$ cat src/inc/shared_bus_mux_pkg.sv
// constants for the multiplexed shared-bus interconnect: port counts, widths, address map
// assumes every master and slave runs on the interconnect clock and uses separate in/out paths
package shared_bus_mux_pkg;

    // reference configuration
    localparam int NUM_MASTERS = 4;
    localparam int NUM_SLAVES = 4;
    localparam int ADR_WIDTH = 16;
    localparam int DAT_WIDTH = 32;
    localparam int SEL_WIDTH = 4;

    // reference map: bits 15..14 pick one of four 16 KB regions
    localparam int REGION_MSB = 15;
    localparam int REGION_LSB = 14;
    localparam logic [ADR_WIDTH-1:0] REGION_MASK_REF = 16'hC000;
    localparam logic [NUM_SLAVES-1:0][ADR_WIDTH-1:0] REGION_BASE_DEF =
        {16'hC000, 16'h8000, 16'h4000, 16'h0000};
    localparam logic [NUM_SLAVES-1:0][ADR_WIDTH-1:0] REGION_MASK_DEF =
        {REGION_MASK_REF, REGION_MASK_REF, REGION_MASK_REF, REGION_MASK_REF};

    // arbiter states
    typedef enum logic {
        ARB_IDLE,
        ARB_OWNED
    } arb_state_t;

endpackage

$ cat src/hdl/shared_bus_mux_intercon.sv
// shared-bus interconnect: round-robin arbiter, owner muxes, address comparator, return paths
// assumes masters and slaves are synchronous logic on ref_clk_i; rst_i comes from the
// system controller already aligned to the clock, so no synchroniser is placed on it
module shared_bus_mux_intercon
    import shared_bus_mux_pkg::*;
#(
    // port counts are parameters, four of each by default
    parameter int NM = NUM_MASTERS,
    parameter int NS = NUM_SLAVES,
    parameter int AW = ADR_WIDTH,
    parameter int DW = DAT_WIDTH,
    parameter int SW = SEL_WIDTH,
    parameter logic [NS-1:0][AW-1:0] REGION_BASE = REGION_BASE_DEF,
    parameter logic [NS-1:0][AW-1:0] REGION_MASK = REGION_MASK_DEF
) (
    // separate in and out ports, none bidirectional
    input wire logic ref_clk_i, // interconnect clock
    input wire logic rst_i, // async reset, active high
    // master side
    input wire logic [NM-1:0] m_cyc_i, // bus requests
    input wire logic [NM-1:0] m_stb_i, // master strobes
    input wire logic [NM-1:0] m_we_i, // master write enables
    input wire logic [NM-1:0][AW-1:0] m_adr_i, // master addresses
    input wire logic [NM-1:0][DW-1:0] m_dat_i, // master write data
    input wire logic [NM-1:0][SW-1:0] m_sel_i, // master byte selects
    output logic [NM-1:0] m_ack_o, // gated acknowledge
    output logic [NM-1:0] m_rty_o, // gated retry
    output logic [NM-1:0] m_err_o, // gated error
    output logic [DW-1:0] m_dat_o, // read data to owner
    output logic [NM-1:0] grant_line_master_o, // one-hot grant lines
    output logic [((NM > 1) ? $clog2(NM) : 1)-1:0] grant_index_o, // owner index
    output logic grant_valid_o, // some master owns the bus
    // slave side
    output logic [AW-1:0] s_adr_o, // shared address
    output logic [DW-1:0] s_dat_o, // shared write data
    output logic [SW-1:0] s_sel_o, // shared byte selects
    output logic s_we_o, // shared write enable
    output logic s_cyc_o, // shared cycle
    output logic [NS-1:0] s_stb_o, // per-slave strobe
    input wire logic [NS-1:0] s_ack_i, // slave acknowledges
    input wire logic [NS-1:0] s_rty_i, // slave retries
    input wire logic [NS-1:0] s_err_i, // slave errors
    input wire logic [NS-1:0][DW-1:0] s_dat_i // slave read data
);

    localparam int IW = (NM > 1) ? $clog2(NM) : 1;
    localparam int SIW = (NS > 1) ? $clog2(NS) : 1;

    typedef struct packed {
        arb_state_t state;
        logic [NM-1:0] grant;
        logic [IW-1:0] last;
    } state_t;

    localparam state_t STATE_RST = '{state: ARB_IDLE, grant: '0, last: '0};

    state_t st_q;
    state_t st_d;

    // next requester after the previous owner; previous owner comes last
    function automatic logic [NM-1:0] rr_pick(input logic [NM-1:0] req, input logic [IW-1:0] last);
        logic [NM-1:0] res;
        int idx;
        res = '0;
        idx = 0;
        for (int k = NM; k >= 1; k--) begin
            idx = (int'(last) + k) % NM;
            if (req[idx]) begin
                res = '0;
                res[idx] = 1'b1;
            end
        end
        return res;
    endfunction

    // one-hot to index; zero vector gives zero
    function automatic logic [IW-1:0] m_index(input logic [NM-1:0] oh);
        logic [IW-1:0] res;
        res = '0;
        for (int k = 0; k < NM; k++) begin
            if (oh[k]) begin
                res = IW'(k);
            end
        end
        return res;
    endfunction

    // region match, lowest region wins so at most one slave is hit
    function automatic logic [NS-1:0] region_hit(input logic [AW-1:0] adr);
        logic [NS-1:0] res;
        res = '0;
        for (int k = NS - 1; k >= 0; k--) begin
            if ((adr & REGION_MASK[k]) == REGION_BASE[k]) begin
                res = '0;
                res[k] = 1'b1;
            end
        end
        return res;
    endfunction

    // one-hot slave vector to index for the read mux
    function automatic logic [SIW-1:0] s_index(input logic [NS-1:0] oh);
        logic [SIW-1:0] res;
        res = '0;
        for (int k = 0; k < NS; k++) begin
            if (oh[k]) begin
                res = SIW'(k);
            end
        end
        return res;
    endfunction

    logic [NM-1:0] pick;
    logic owned;
    logic [IW-1:0] own_idx;
    logic own_cyc;
    logic own_stb;
    logic [NS-1:0] hit;
    logic ack_or;
    logic rty_or;
    logic err_or;

    assign pick = rr_pick(m_cyc_i, st_q.last);
    assign owned = (st_q.state == ARB_OWNED);
    assign own_idx = st_q.last;

    // arbiter next state
    always_comb begin
        st_d = st_q;
        case (st_q.state)
            ARB_IDLE: begin
                if (|m_cyc_i) begin
                    st_d.state = ARB_OWNED;
                    st_d.grant = pick;
                    st_d.last = m_index(pick);
                end
            end
            ARB_OWNED: begin
                // hold while owned: nothing changes while the owner's cycle stays high
                if (!m_cyc_i[own_idx]) begin
                    // rotate to next requester, skipping levels with no request
                    if (|m_cyc_i) begin
                        st_d.grant = pick;
                        st_d.last = m_index(pick);
                    end else begin
                        // last kept so the rotation resumes after this owner
                        st_d.state = ARB_IDLE;
                        st_d.grant = '0;
                    end
                end
            end
            default: begin
                st_d = STATE_RST;
            end
        endcase
    end

    // state register
    always_ff @(posedge ref_clk_i or posedge rst_i) begin
        if (rst_i) begin
            st_q <= STATE_RST;
        end else begin
            st_q <= st_d;
        end
    end

    assign grant_line_master_o = st_q.grant;
    assign grant_index_o = st_q.last;
    assign grant_valid_o = owned;

    // owner muxes; plain muxes, idle bus parks at zero rather than floating
    assign own_cyc = owned & m_cyc_i[own_idx];
    assign own_stb = own_cyc & m_stb_i[own_idx];
    assign s_cyc_o = own_cyc;
    assign s_we_o = owned & m_we_i[own_idx];
    assign s_adr_o = owned ? m_adr_i[own_idx] : '0;
    assign s_dat_o = owned ? m_dat_i[own_idx] : '0;
    assign s_sel_o = owned ? m_sel_i[own_idx] : '0;

    // address comparator; map set by REGION_BASE and REGION_MASK
    assign hit = region_hit(s_adr_o);
    // only the hit slave sees a strobe; an address in no region strobes none
    assign s_stb_o = own_stb ? hit : '0;

    assign ack_or = |s_ack_i;
    assign rty_or = |s_rty_i;
    assign err_or = |s_err_i;

    for (genvar g = 0; g < NM; g++) begin : g_term
        assign m_ack_o[g] = st_q.grant[g] & own_cyc & ack_or;
        assign m_rty_o[g] = st_q.grant[g] & own_cyc & rty_or;
        assign m_err_o[g] = st_q.grant[g] & own_cyc & err_or;
    end

    // read mux selected from decoded address; combinational to keep zero-wait reads
    assign m_dat_o = s_dat_i[s_index(hit)];
endmodule // shared_bus_mux_intercon

$ cat config.mk
export PLATFORM = sky130hd
export DESIGN_NAME = shared_bus_mux_intercon
export DESIGN_NICKNAME = d
export VERILOG_FILES = /design/src/inc/shared_bus_mux_pkg.sv /design/src/hdl/shared_bus_mux_intercon.sv
export SDC_FILE = /design/constraint.sdc
export NUM_CORES = 1
export LEC_CHECK = 0
export BUFFER_PORTS_ARGS = -buffer_cell sky130_fd_sc_hd__buf_2
export CAP_MARGIN = 20
export CELL_PAD_IN_SITES_DETAIL_PLACEMENT = 0
export CELL_PAD_IN_SITES_GLOBAL_PLACEMENT = 2
export CORE_AREA = 2 2 185 187
export DETAILED_ROUTE_END_ITERATION = 10
export DIE_AREA = 0 0 187 189
export PLACE_DENSITY = 0.73
export RECOVER_POWER = 25
export SYNTH_ARGS = -nofsm -noshare
export SYNTH_HDL_FRONTEND = slang
export SYNTH_SLANG_ARGS = --single-unit
$ cat constraint.sdc
create_clock -name ref_clk_i -period 3.6 [get_ports ref_clk_i]
set_input_delay 0.36 -clock ref_clk_i [delete_from_list [all_inputs] [get_ports ref_clk_i]]
set_output_delay 0.36 -clock ref_clk_i [all_outputs]
set_load 0.005 [all_outputs]
* After elaboration in Yosys (flattened, before gate mapping)
Index checks and enable logic that the tools add are counted.
** Cells by class
- Add/subtract/negate cells :: 4
- Magnitude comparators :: 10
- Equality and inequality tests :: 6
- Muxes and demuxes :: 58
- Bitwise gates (word level) :: 24
- Reductions and logical operators :: 15
** Operators by type and width (count)
- $bmux W32 S2 :: 2
- $mux W32 :: 3
- $mux W4 :: 12
- $bmux W16 S2 :: 1
- $mux W16 :: 2
- $and A1 B1 Y1 :: 19
- $mux W1 :: 18
- $logic_not A16 Y1 :: 1
- $lt A3 B4 Y1 const B :: 4
- $reduce_or A4 Y1 :: 4
- $bmux W1 S2 :: 7
- $mux W7 :: 2
- $pmux W7 S2 :: 1
- $ge A3 B1 Y1 const B :: 4
- $mux W2 :: 5
- $bmux W4 S2 :: 1
- $demux W1 S2 :: 4
- $reduce_or A2 Y1 :: 4
- $lt A2 B3 Y1 const B :: 2
- $add A2 B1 Y2 const B :: 2
- $add A2 B2 Y2 const B :: 2
- $and A1 B1 Y1 const A :: 4
- $eq A2 B2 Y1 const B :: 2
- $logic_and A1 B1 Y1 :: 4
- 6 further kinds :: 7
** Storage, ports and cells
- Flip-flop bits (word level) :: 7
- Bits of input ports :: 362

* Logic depth before layout (Yosys ltp)
Gate-level depths: netlist of run 1.
- Word-level depth :: 17
- Mapped depth :: 10
- Gate-level depth less buffers :: 7

* Least setup slack after synthesis of run 1
No wires, ideal clock.
- Path kind :: flip-flop to flip-flop
- Start point :: register st_q, in the netlist grant_index_o[1]
- End point :: register st_q, in the netlist grant_index_o[0]
- Arrival :: 3.097 ns
- Setup slack :: 0.377 ns
- Stages on the path, launching flop included :: 10
- Buffers on the path :: 3
- Clock period less this slack :: 3.223 ns
- Path through :: dfrtp_1 -> clkbuf_1 -> clkbuf_1 -> clkbuf_1 -> inv_1 -> ha_1 -> mux4_2 -> a211o_1 -> a221o_1 -> a311o_1
** On the way
- Cells in the longest elaborated chain, start to end :: 17
- Elaborated cells on any way between the ends :: 59
- Classes of those cells :: 4 x add/sub; 8 x order compare; 1 x eq/ne; 33 x mux; 4 x bitwise; 9 x reduce/logical
** RTL lines
- start, declared :: RTL line shared_bus_mux_intercon.sv:57 : state_t st_q;
- start signal, assigned :: RTL line shared_bus_mux_intercon.sv:163 : st_q <= st_d;
- $add A2 B1 Y2 :: RTL line shared_bus_mux_intercon.sv:67 : idx = (int'(last) + k) % NM;
- $reduce_or A2 Y1 (no source line)
- $and A1 B1 Y1 (no source line)
- $lt A3 B4 Y1 (implied by the code) / $ge A3 B1 Y1 (equally long branches) :: RTL line shared_bus_mux_intercon.sv:70 : res[idx] = 1'b1;
- $logic_and A1 B1 Y1 (implied by the code) :: RTL line shared_bus_mux_intercon.sv:70
- $mux W1 (implied by the code) :: RTL line shared_bus_mux_intercon.sv:70
- $demux W1 S2 :: RTL line shared_bus_mux_intercon.sv:70
- $mux W4 (4 in a row) :: RTL line shared_bus_mux_intercon.sv:68 : if (req[idx]) begin
- $mux W1 :: RTL line shared_bus_mux_intercon.sv:81 : if (oh[k]) begin
- $mux W2 (2 in a row) :: RTL line shared_bus_mux_intercon.sv:81
- $mux W2 :: RTL line shared_bus_mux_intercon.sv:142 : if (|m_cyc_i) begin
- $mux W7 :: RTL line shared_bus_mux_intercon.sv:140 : if (!m_cyc_i[own_idx]) begin
- $pmux W7 S2 :: RTL line shared_bus_mux_intercon.sv:130 : case (st_q.state)
Several ways; a longest one is shown, not always the timed one. The select of a mux whose other input is x is not followed.
A chain may end at the register's enable or synchronous reset.

* Final worst setup path of run 1
- Start point :: register st_q, in the netlist grant_index_o[0]
- End point :: output port m_dat_o[27]
** On the way
- Cells in the longest elaborated chain, start to end :: 12
- Elaborated cells on any way between the ends :: 16
- Classes of those cells :: 3 x eq/ne; 12 x mux; 1 x reduce/logical
** RTL lines
- $bmux W16 S2 (*) :: RTL line shared_bus_mux_intercon.sv:176 : assign s_adr_o = owned ? m_adr_i[own_idx] : '0;
- $mux W16 (implied by the code) (*) :: RTL line shared_bus_mux_intercon.sv:176
- $mux W16 (*) :: RTL line shared_bus_mux_intercon.sv:176
- $eq A2 B2 Y1 :: RTL line shared_bus_mux_intercon.sv:93 : if ((adr & REGION_MASK[k]) == REGION_BASE[k]) begin
- $mux W4 (2 in a row) :: RTL line shared_bus_mux_intercon.sv:93
- $mux W4 (*) :: RTL line shared_bus_mux_intercon.sv:93
- $mux W1 :: RTL line shared_bus_mux_intercon.sv:106 : if (oh[k]) begin
- $mux W2 :: RTL line shared_bus_mux_intercon.sv:106
- $mux W2 (*) :: RTL line shared_bus_mux_intercon.sv:106
- $bmux W32 S2 (*) :: RTL line shared_bus_mux_intercon.sv:196 : assign m_dat_o = s_dat_i[s_index(hit)];
- $mux W32 (implied by the code) (*) :: RTL line shared_bus_mux_intercon.sv:196
- end, declared :: RTL line shared_bus_mux_intercon.sv:29 : output logic [DW-1:0] m_dat_o,
Mark *: on every way between the ends. The rest lies on a longest branch, timed or not. The select of a mux whose other input is x is not followed.

==> results of run 1 <==
worst paths after layout:
| kind | from | end | slack (ns) |
|---|---|---|---|
| max | grant_index_o[0] | m_dat_o[27] | 0.34 |
| min | rst_i | grant_line_master_o[0] | 0.04 |
| max reg2reg | grant_index_o[1] | grant_index_o[0] | 0.56 |
| min reg2reg | grant_line_master_o[3] | grant_line_master_o[3] | 0.54 |
| max in group asynchronous | rst_i | grant_index_o[0] | 3.32 |
| min in group ref_clk_i | grant_line_master_o[3] | grant_line_master_o[3] | 0.54 |
power breakdown:
part	total, W	internal [W]	switching (W)
sequential	0.000217	0.000116	0.000101
clock	0.000189	0.000147	0.0000418
combinational	0.00360	0.00183	0.00177
sequential cells by signal, summed over array words and instances (netlist names):
register and count:
grant_line_master_o 4, grant_index_o 2, grant_valid_o 1
logic make-up after synthesis:
group | share of synthesized area
AND/OR/NAND/NOR | 0.186
AO/OA/AOI/OAI | 0.217
buffers and inverters | 0.0617
multiplexers | 0.449
flip-flops | 0.0547
adder cells (fa/ha/maj) | 0.0313
cells in the final DEF, fill, tap and decap left out, types with 2 or more instances in the layout:
cell type / Yosys / final
a22oi_1: 31 / 31
and3_1: 3 / 3
nand2b_1: 2 / 2
a22o_1: 12 / 12
o21ai_0: 11 / 11
mux4_2: 58 / 58
dfrtp_1: 7 / 6
nor2_2: 0 / 2
nor3_1: 2 / 2
diode_2: 0 / 3
inv_1: 11 / 11
nand2_1: 22 / 22
clkbuf_1: 19 / 4
a21o_1: 4 / 4
nand3_1: 2 / 2
and2_0: 0 / 6
ha_1: 8 / 8
o22ai_1: 2 / 2
a221o_1: 13 / 13
mux2i_1: 12 / 12
buf_2: 8 / 467
clkbuf_16: 0 / 3
and2_1: 64 / 58
nor4_1: 3 / 3
a31o_2: 2 / 2
a21oi_1: 6 / 6
nor2_1: 8 / 6
buf_4: 2 / 8
area by class of cell:
cell class	instances	area, µm²	area share
Sequential cell	7	179	0.0292
Antenna cell	3	7.51	0.00123
Tap cell	448	561	0.0916
Inverter	11	41.3	0.00675
Timing Repair Buffer	479	2410	0.394
Clock buffer	4	78.8	0.0129
Multi-Input combinational cell	278	2840	0.464
through the flow:
step           setup WS, ns  hold WS [ns]  instances  total power [W]  instance area, µm²
6_report              0.336        0.0446       1230          0.00401                6120
5_1_grt              0.0850        0.0753       1229          0.00436                6120
4_1_cts               0.293        0.0541       1227          0.00409                6120
3_5_place_dp          0.531         0.297       1223          0.00389                6040
3_3_place_gp          0.551         0.290       1223          0.00388                6040
2_1_floorplan         0.377         0.163        329          0.00243                3200
routing by layer:
layer / vias up / share of wire
met4: 4 / 0.022
met2: 346 / 0.50
met5: - / 0.0012
met1: 2330 / 0.40
li1: 2226 / -
met3: 35 / 0.076
worst max-delay path: stages (launching register included):
cell     delay [ns]
dfrtp_4        0.61
mux4_2         0.78
and3_1         0.58
a22o_1         0.31
a221o_1        0.25
buf_2          0.13
==> flow_summary.json, run 1 <==
{
  "grt_pass1_vias": 5123,
  "routed-via-count": 4941,
  "cts-root-buf": "clkbuf_16",
  "ys.flop_type": "dfrtp_1",
  "worstPathArrival_ns": 2.90,
  "maxSlewHeadroom": 0.344,
  "dp_hpwl_um": 20400,
  "cts_hold_buf": 0,
  "coreArea_mm2": 0.0333,
  "use_met2": 0.225,
  "synth_top_area_cell": "mux4_2",
  "met3_usage": 0.0219,
  "period_share": 0.907,
  "synth_top_area_frac": 0.408,
  "dieHeight_um": 189,
  "io_pins": 471,
  "startpoint_type": "register",
  "grt_busiest_layer": "met2",
  "antenna_found_initial": 7,
  "area_growth_pct": 91.1,
  "ant_nets": 0,
  "final_max_slew_viol_count": 0,
  "synthCells": 329,
  "initial_utilization": 0.0962,
  "setup_viol": 0,
  "worstPathRequired_ns": 3.24,
  "gp_congestion": 0.907,
  "drc_errors": 0,
  "fmax_mhz": 306,
  "synth_nets": 699,
  "finalHoldViolCount": 0,
  "cts_made_buffers": 3,
  "crit_type": "register to output port",
  "p_leak_nw": 3.10,
  "cp-end-kind": "output port",
  "synth_area_mm2": 0.00320,
  "ys_seq_area_frac": 0.0547,
  "p_per_area_mw_per_mm2": 655,
  "grt_util_all_layers": 0.121,
  "wl_per_cell_um": 18.7,
  "drt-pass1-iter-count": 5,
  "n_fill_cell": 3829,
  "grt_setup_unrepaired": "no",
  "synth_warnings": 0,
  "synth_edf_count": 0,
  "port-buffer-count": 470,
  "viasPerCell": 4.02,
  "worstPathMaxFanout": 24,
  "layout_min_cycle_time_ns": 3.26,
  "grt-ovfl-total": 0,
  "synth_area_leaders": "mux4_2 41%, and2_1 13%, a22oi_1 7.3%, dfrtp_1 5.5%, a221o_1 4.1%",
  "die_area_mm2": 0.0353,
  "die_x_um": 187,
  "post_cts_buffers": 0,
  "grt_util_met1": 0.143,
  "status": "finished clean",
  "synth_common_cells": "64 x and2_1, 58 x mux4_2, 31 x a22oi_1",
  "clockBufferDepth": 2,
  "nNetsFinal": 1150,
  "reg2reg_depth": 6,
  "cts-resized-gates": 0,
  "wl_um": 23000,
  "grt_max_degree": 59,
  "insertion_delay_ns": 0.23,
  "fin_skew_ns": 0.00236,
  "synth.most_common_cell": "and2_1",
  "maxCapViolations": 0,
  "clkTransAtPathRegs_ns": 0.04,
  "drive_gt1_frac": 0.701,
  "drt_iter0_drc": 196,
  "cts_tree": "built",
  "async_flop_share": 1.00,
  "peakVddDrop_mv": 0.215,
  "cts_num_sinks": 7,
  "worst_pin_slew_ns": 0.984,
  "ys_ff_latch": 7,
  "synth.avg_cell_area_um2": 9.73,
  "hold_class": "input pin to asynchronous set/reset pin",
  "num_rows": 67,
  "grt_pass1_wl_um": 32700,
  "postLayoutCoreUtil": 0.184,
  "final.setup.tns_ns": 0,
  "synth_cell_types": 38,
  "h-tree-depth": 1
}
No activity file was read; power rests on OpenSTA's default activity.
==> run 2, diff against run 1 <==
==> constraint.sdc (replaced) <==
create_clock -name ref_clk_i -period 3.15 [get_ports ref_clk_i]
set_input_delay 0.315 -clock ref_clk_i [delete_from_list [all_inputs] [get_ports ref_clk_i]]
set_output_delay 0.315 -clock ref_clk_i [all_outputs]
set_load 0.005 [all_outputs]
==> flow_summary.json, run 2 (synthesis gave the netlist of run 1 again) <==
{
  "cts-root-buf": "clkbuf_16",
  "reg2reg_depth": 6,
  "layout_min_cycle_time_ns": 2.98,
  "cp_top_family": "multiplexers",
  "drc_errors": 0,
  "layout_commonest_cell": "buf_2",
  "register_area_um2": 180,
  "nNetsFinal": 1151,
  "period_share": 0.946,
  "crit_type": "register to output port",
  "postLayoutCoreUtil": 0.184,
  "grt_pass1_vias": 5090,
  "h-tree-depth": 1,
  "drt-pass1-iter-count": 4,
  "dp_hpwl_um": 20300,
  "status": "finished clean",
  "drive_gt1_frac": 0.697,
  "setup_viol": 0,
  "die_x_um": 187,
  "largest_reg_flops": 4,
  "insertion_delay_ns": 0.23,
  "area_growth_pct": 91.0,
  "final.setup.tns_ns": 0,
  "fin_ws_ns": 0.169,
  "startpoint_type": "register",
  "grt_util_all_layers": 0.120,
  "grt_setup_unrepaired": "no",
  "pre_cts_slack_ns": 0.420,
  "fmax_mhz": 335,
  "drt_iter0_drc": 185,
  "dieHeight_um": 189,
  "regToRegSetupSlack_ns": 0.49,
  "crit_path_max_incr_delay_ns": 0.62,
  "cts_tree": "built",
  "grt-ovfl-total": 0,
  "worst_pin_slew_ns": 0.922,
  "cts_hold_buf": 0,
  "num_rows": 67,
  "post_cts_buffers": 0,
  "grt_max_degree": 56,
  "maxSlewHeadroom": 0.385,
  "wl_per_cell_um": 18.5,
  "stdcell_area_mm2": 0.00611,
  "cpMaxStageDelayCell": "mux4_2",
  "multi_input_area_mm2": 0.00284,
  "n_fill_cell": 3816,
  "finalHoldViolCount": 0,
  "worstPathRequired_ns": 2.83,
  "fin_skew_ns": 0.00393,
  "p_per_area_mw_per_mm2": 745,
  "gp_congestion": 0.842,
  "crit_buf_inv": 1,
  "coreArea_mm2": 0.0333,
  "io_pins": 471,
  "cts_made_buffers": 3,
  "routed-via-count": 4921,
  "worstPathMaxFanout": 24,
  "cp-end-kind": "output port",
  "p_leak_nw": 3.10,
  "final_cell_mix": "464 x buf_2, 61 x and2_1, 58 x mux4_2, 31 x a22oi_1, 22 x nand2_1",
  "final_max_slew_viol_count": 0,
  "clockBufferDepth": 2,
  "worstPathArrival_ns": 2.67,
  "r2r_end": "grant_index_o[0]",
  "ant_nets": 0,
  "die_area_mm2": 0.0353,
  "peakVddDrop_mv": 0.297,
  "dpl_cell_area_mm2": 0.00605,
  "antenna_found_initial": 2,
  "grt_pass1_wl_um": 32100,
  "initial_utilization": 0.0962,
  "whs_ns": 0.00246,
  "viasPerCell": 4.00,
  "maxCapViolations": 0,
  "cts-resized-gates": 0,
  "wl_um": 22700,
  "hold_class": "input pin to asynchronous set/reset pin",
  "timing.rr.start": "grant_index_o[1]",
  "cts_num_sinks": 7,
  "port-buffer-count": 470,
  "crit_chain": "mux4_2 -> and3_1 -> a22o_1 -> a221o_1 -> buf_2",
  "clkTransAtPathRegs_ns": 0.04
}
run 2: changes by cell type in the layout (fill, tap and decap cells not counted):
| cell | previous run | this run |
|---|---|---|
| diode_2 | 3 | 1 |
| buf_2 | 467 | 464 |
| clkbuf_1 | 4 | 8 |
| and2_0 | 6 | 3 |
| and2_1 | 58 | 61 |
| dfrtp_2 | 0 | 1 |
| dfrtp_1 | 6 | 5 |
run 2: worst max-delay path by stage:
stage	from	to	slack [ns]	cells past startpoint
3_3_place_gp	grant_index_o[0]	m_dat_o[8]	0.47	5
4_1_cts	grant_index_o[0]	m_dat_o[8]	0.17	5
2_1_floorplan	grant_index_o[0]	grant_index_o[0]	0.06	9
5_1_grt	grant_index_o[0]	m_dat_o[8]	0.03	5
3_5_place_dp	grant_index_o[0]	m_dat_o[8]	0.42	5
6_report	grant_index_o[0]	m_dat_o[8]	0.17	5
run 2: per-layer routing:
metal	routed length, µm	global-route usage	vias to the layer above	part of all wire
met5	13	0	-	0.00057
met4	372	0.0195	2	0.016
met3	1720	0.0239	18	0.076
met2	11400	0.220	335	0.50
met1	9210	0.147	2339	0.41
li1	-	-	2227	-
run 2: area by class of cell:
cell class | instances | share of cell area
diodes | 1 | 0.000409
flip-flops and latches | 7 | 0.0295
repair buffers | 480 | 0.395
inverters | 11 | 0.00675
clock buffers | 4 | 0.0129
multi-input cells | 278 | 0.464
well taps | 448 | 0.0917
run 2: power breakdown:
part	switching, W	internal, W	total, W	leakage, nW
clock network	0.0000502	0.000169	0.000219	0.0382
logic	0.00203	0.00208	0.00411	2.98
registers	0.0000973	0.000132	0.000230	0.0826
run 2: metrics by stage:
step	std cells	power [W]
after global placement	1224	0.00445
after CTS	1228	0.00467
after detailed placement	1224	0.00444
final	1229	0.00456
after floorplan	329	0.00278
after global routing	1229	0.00501
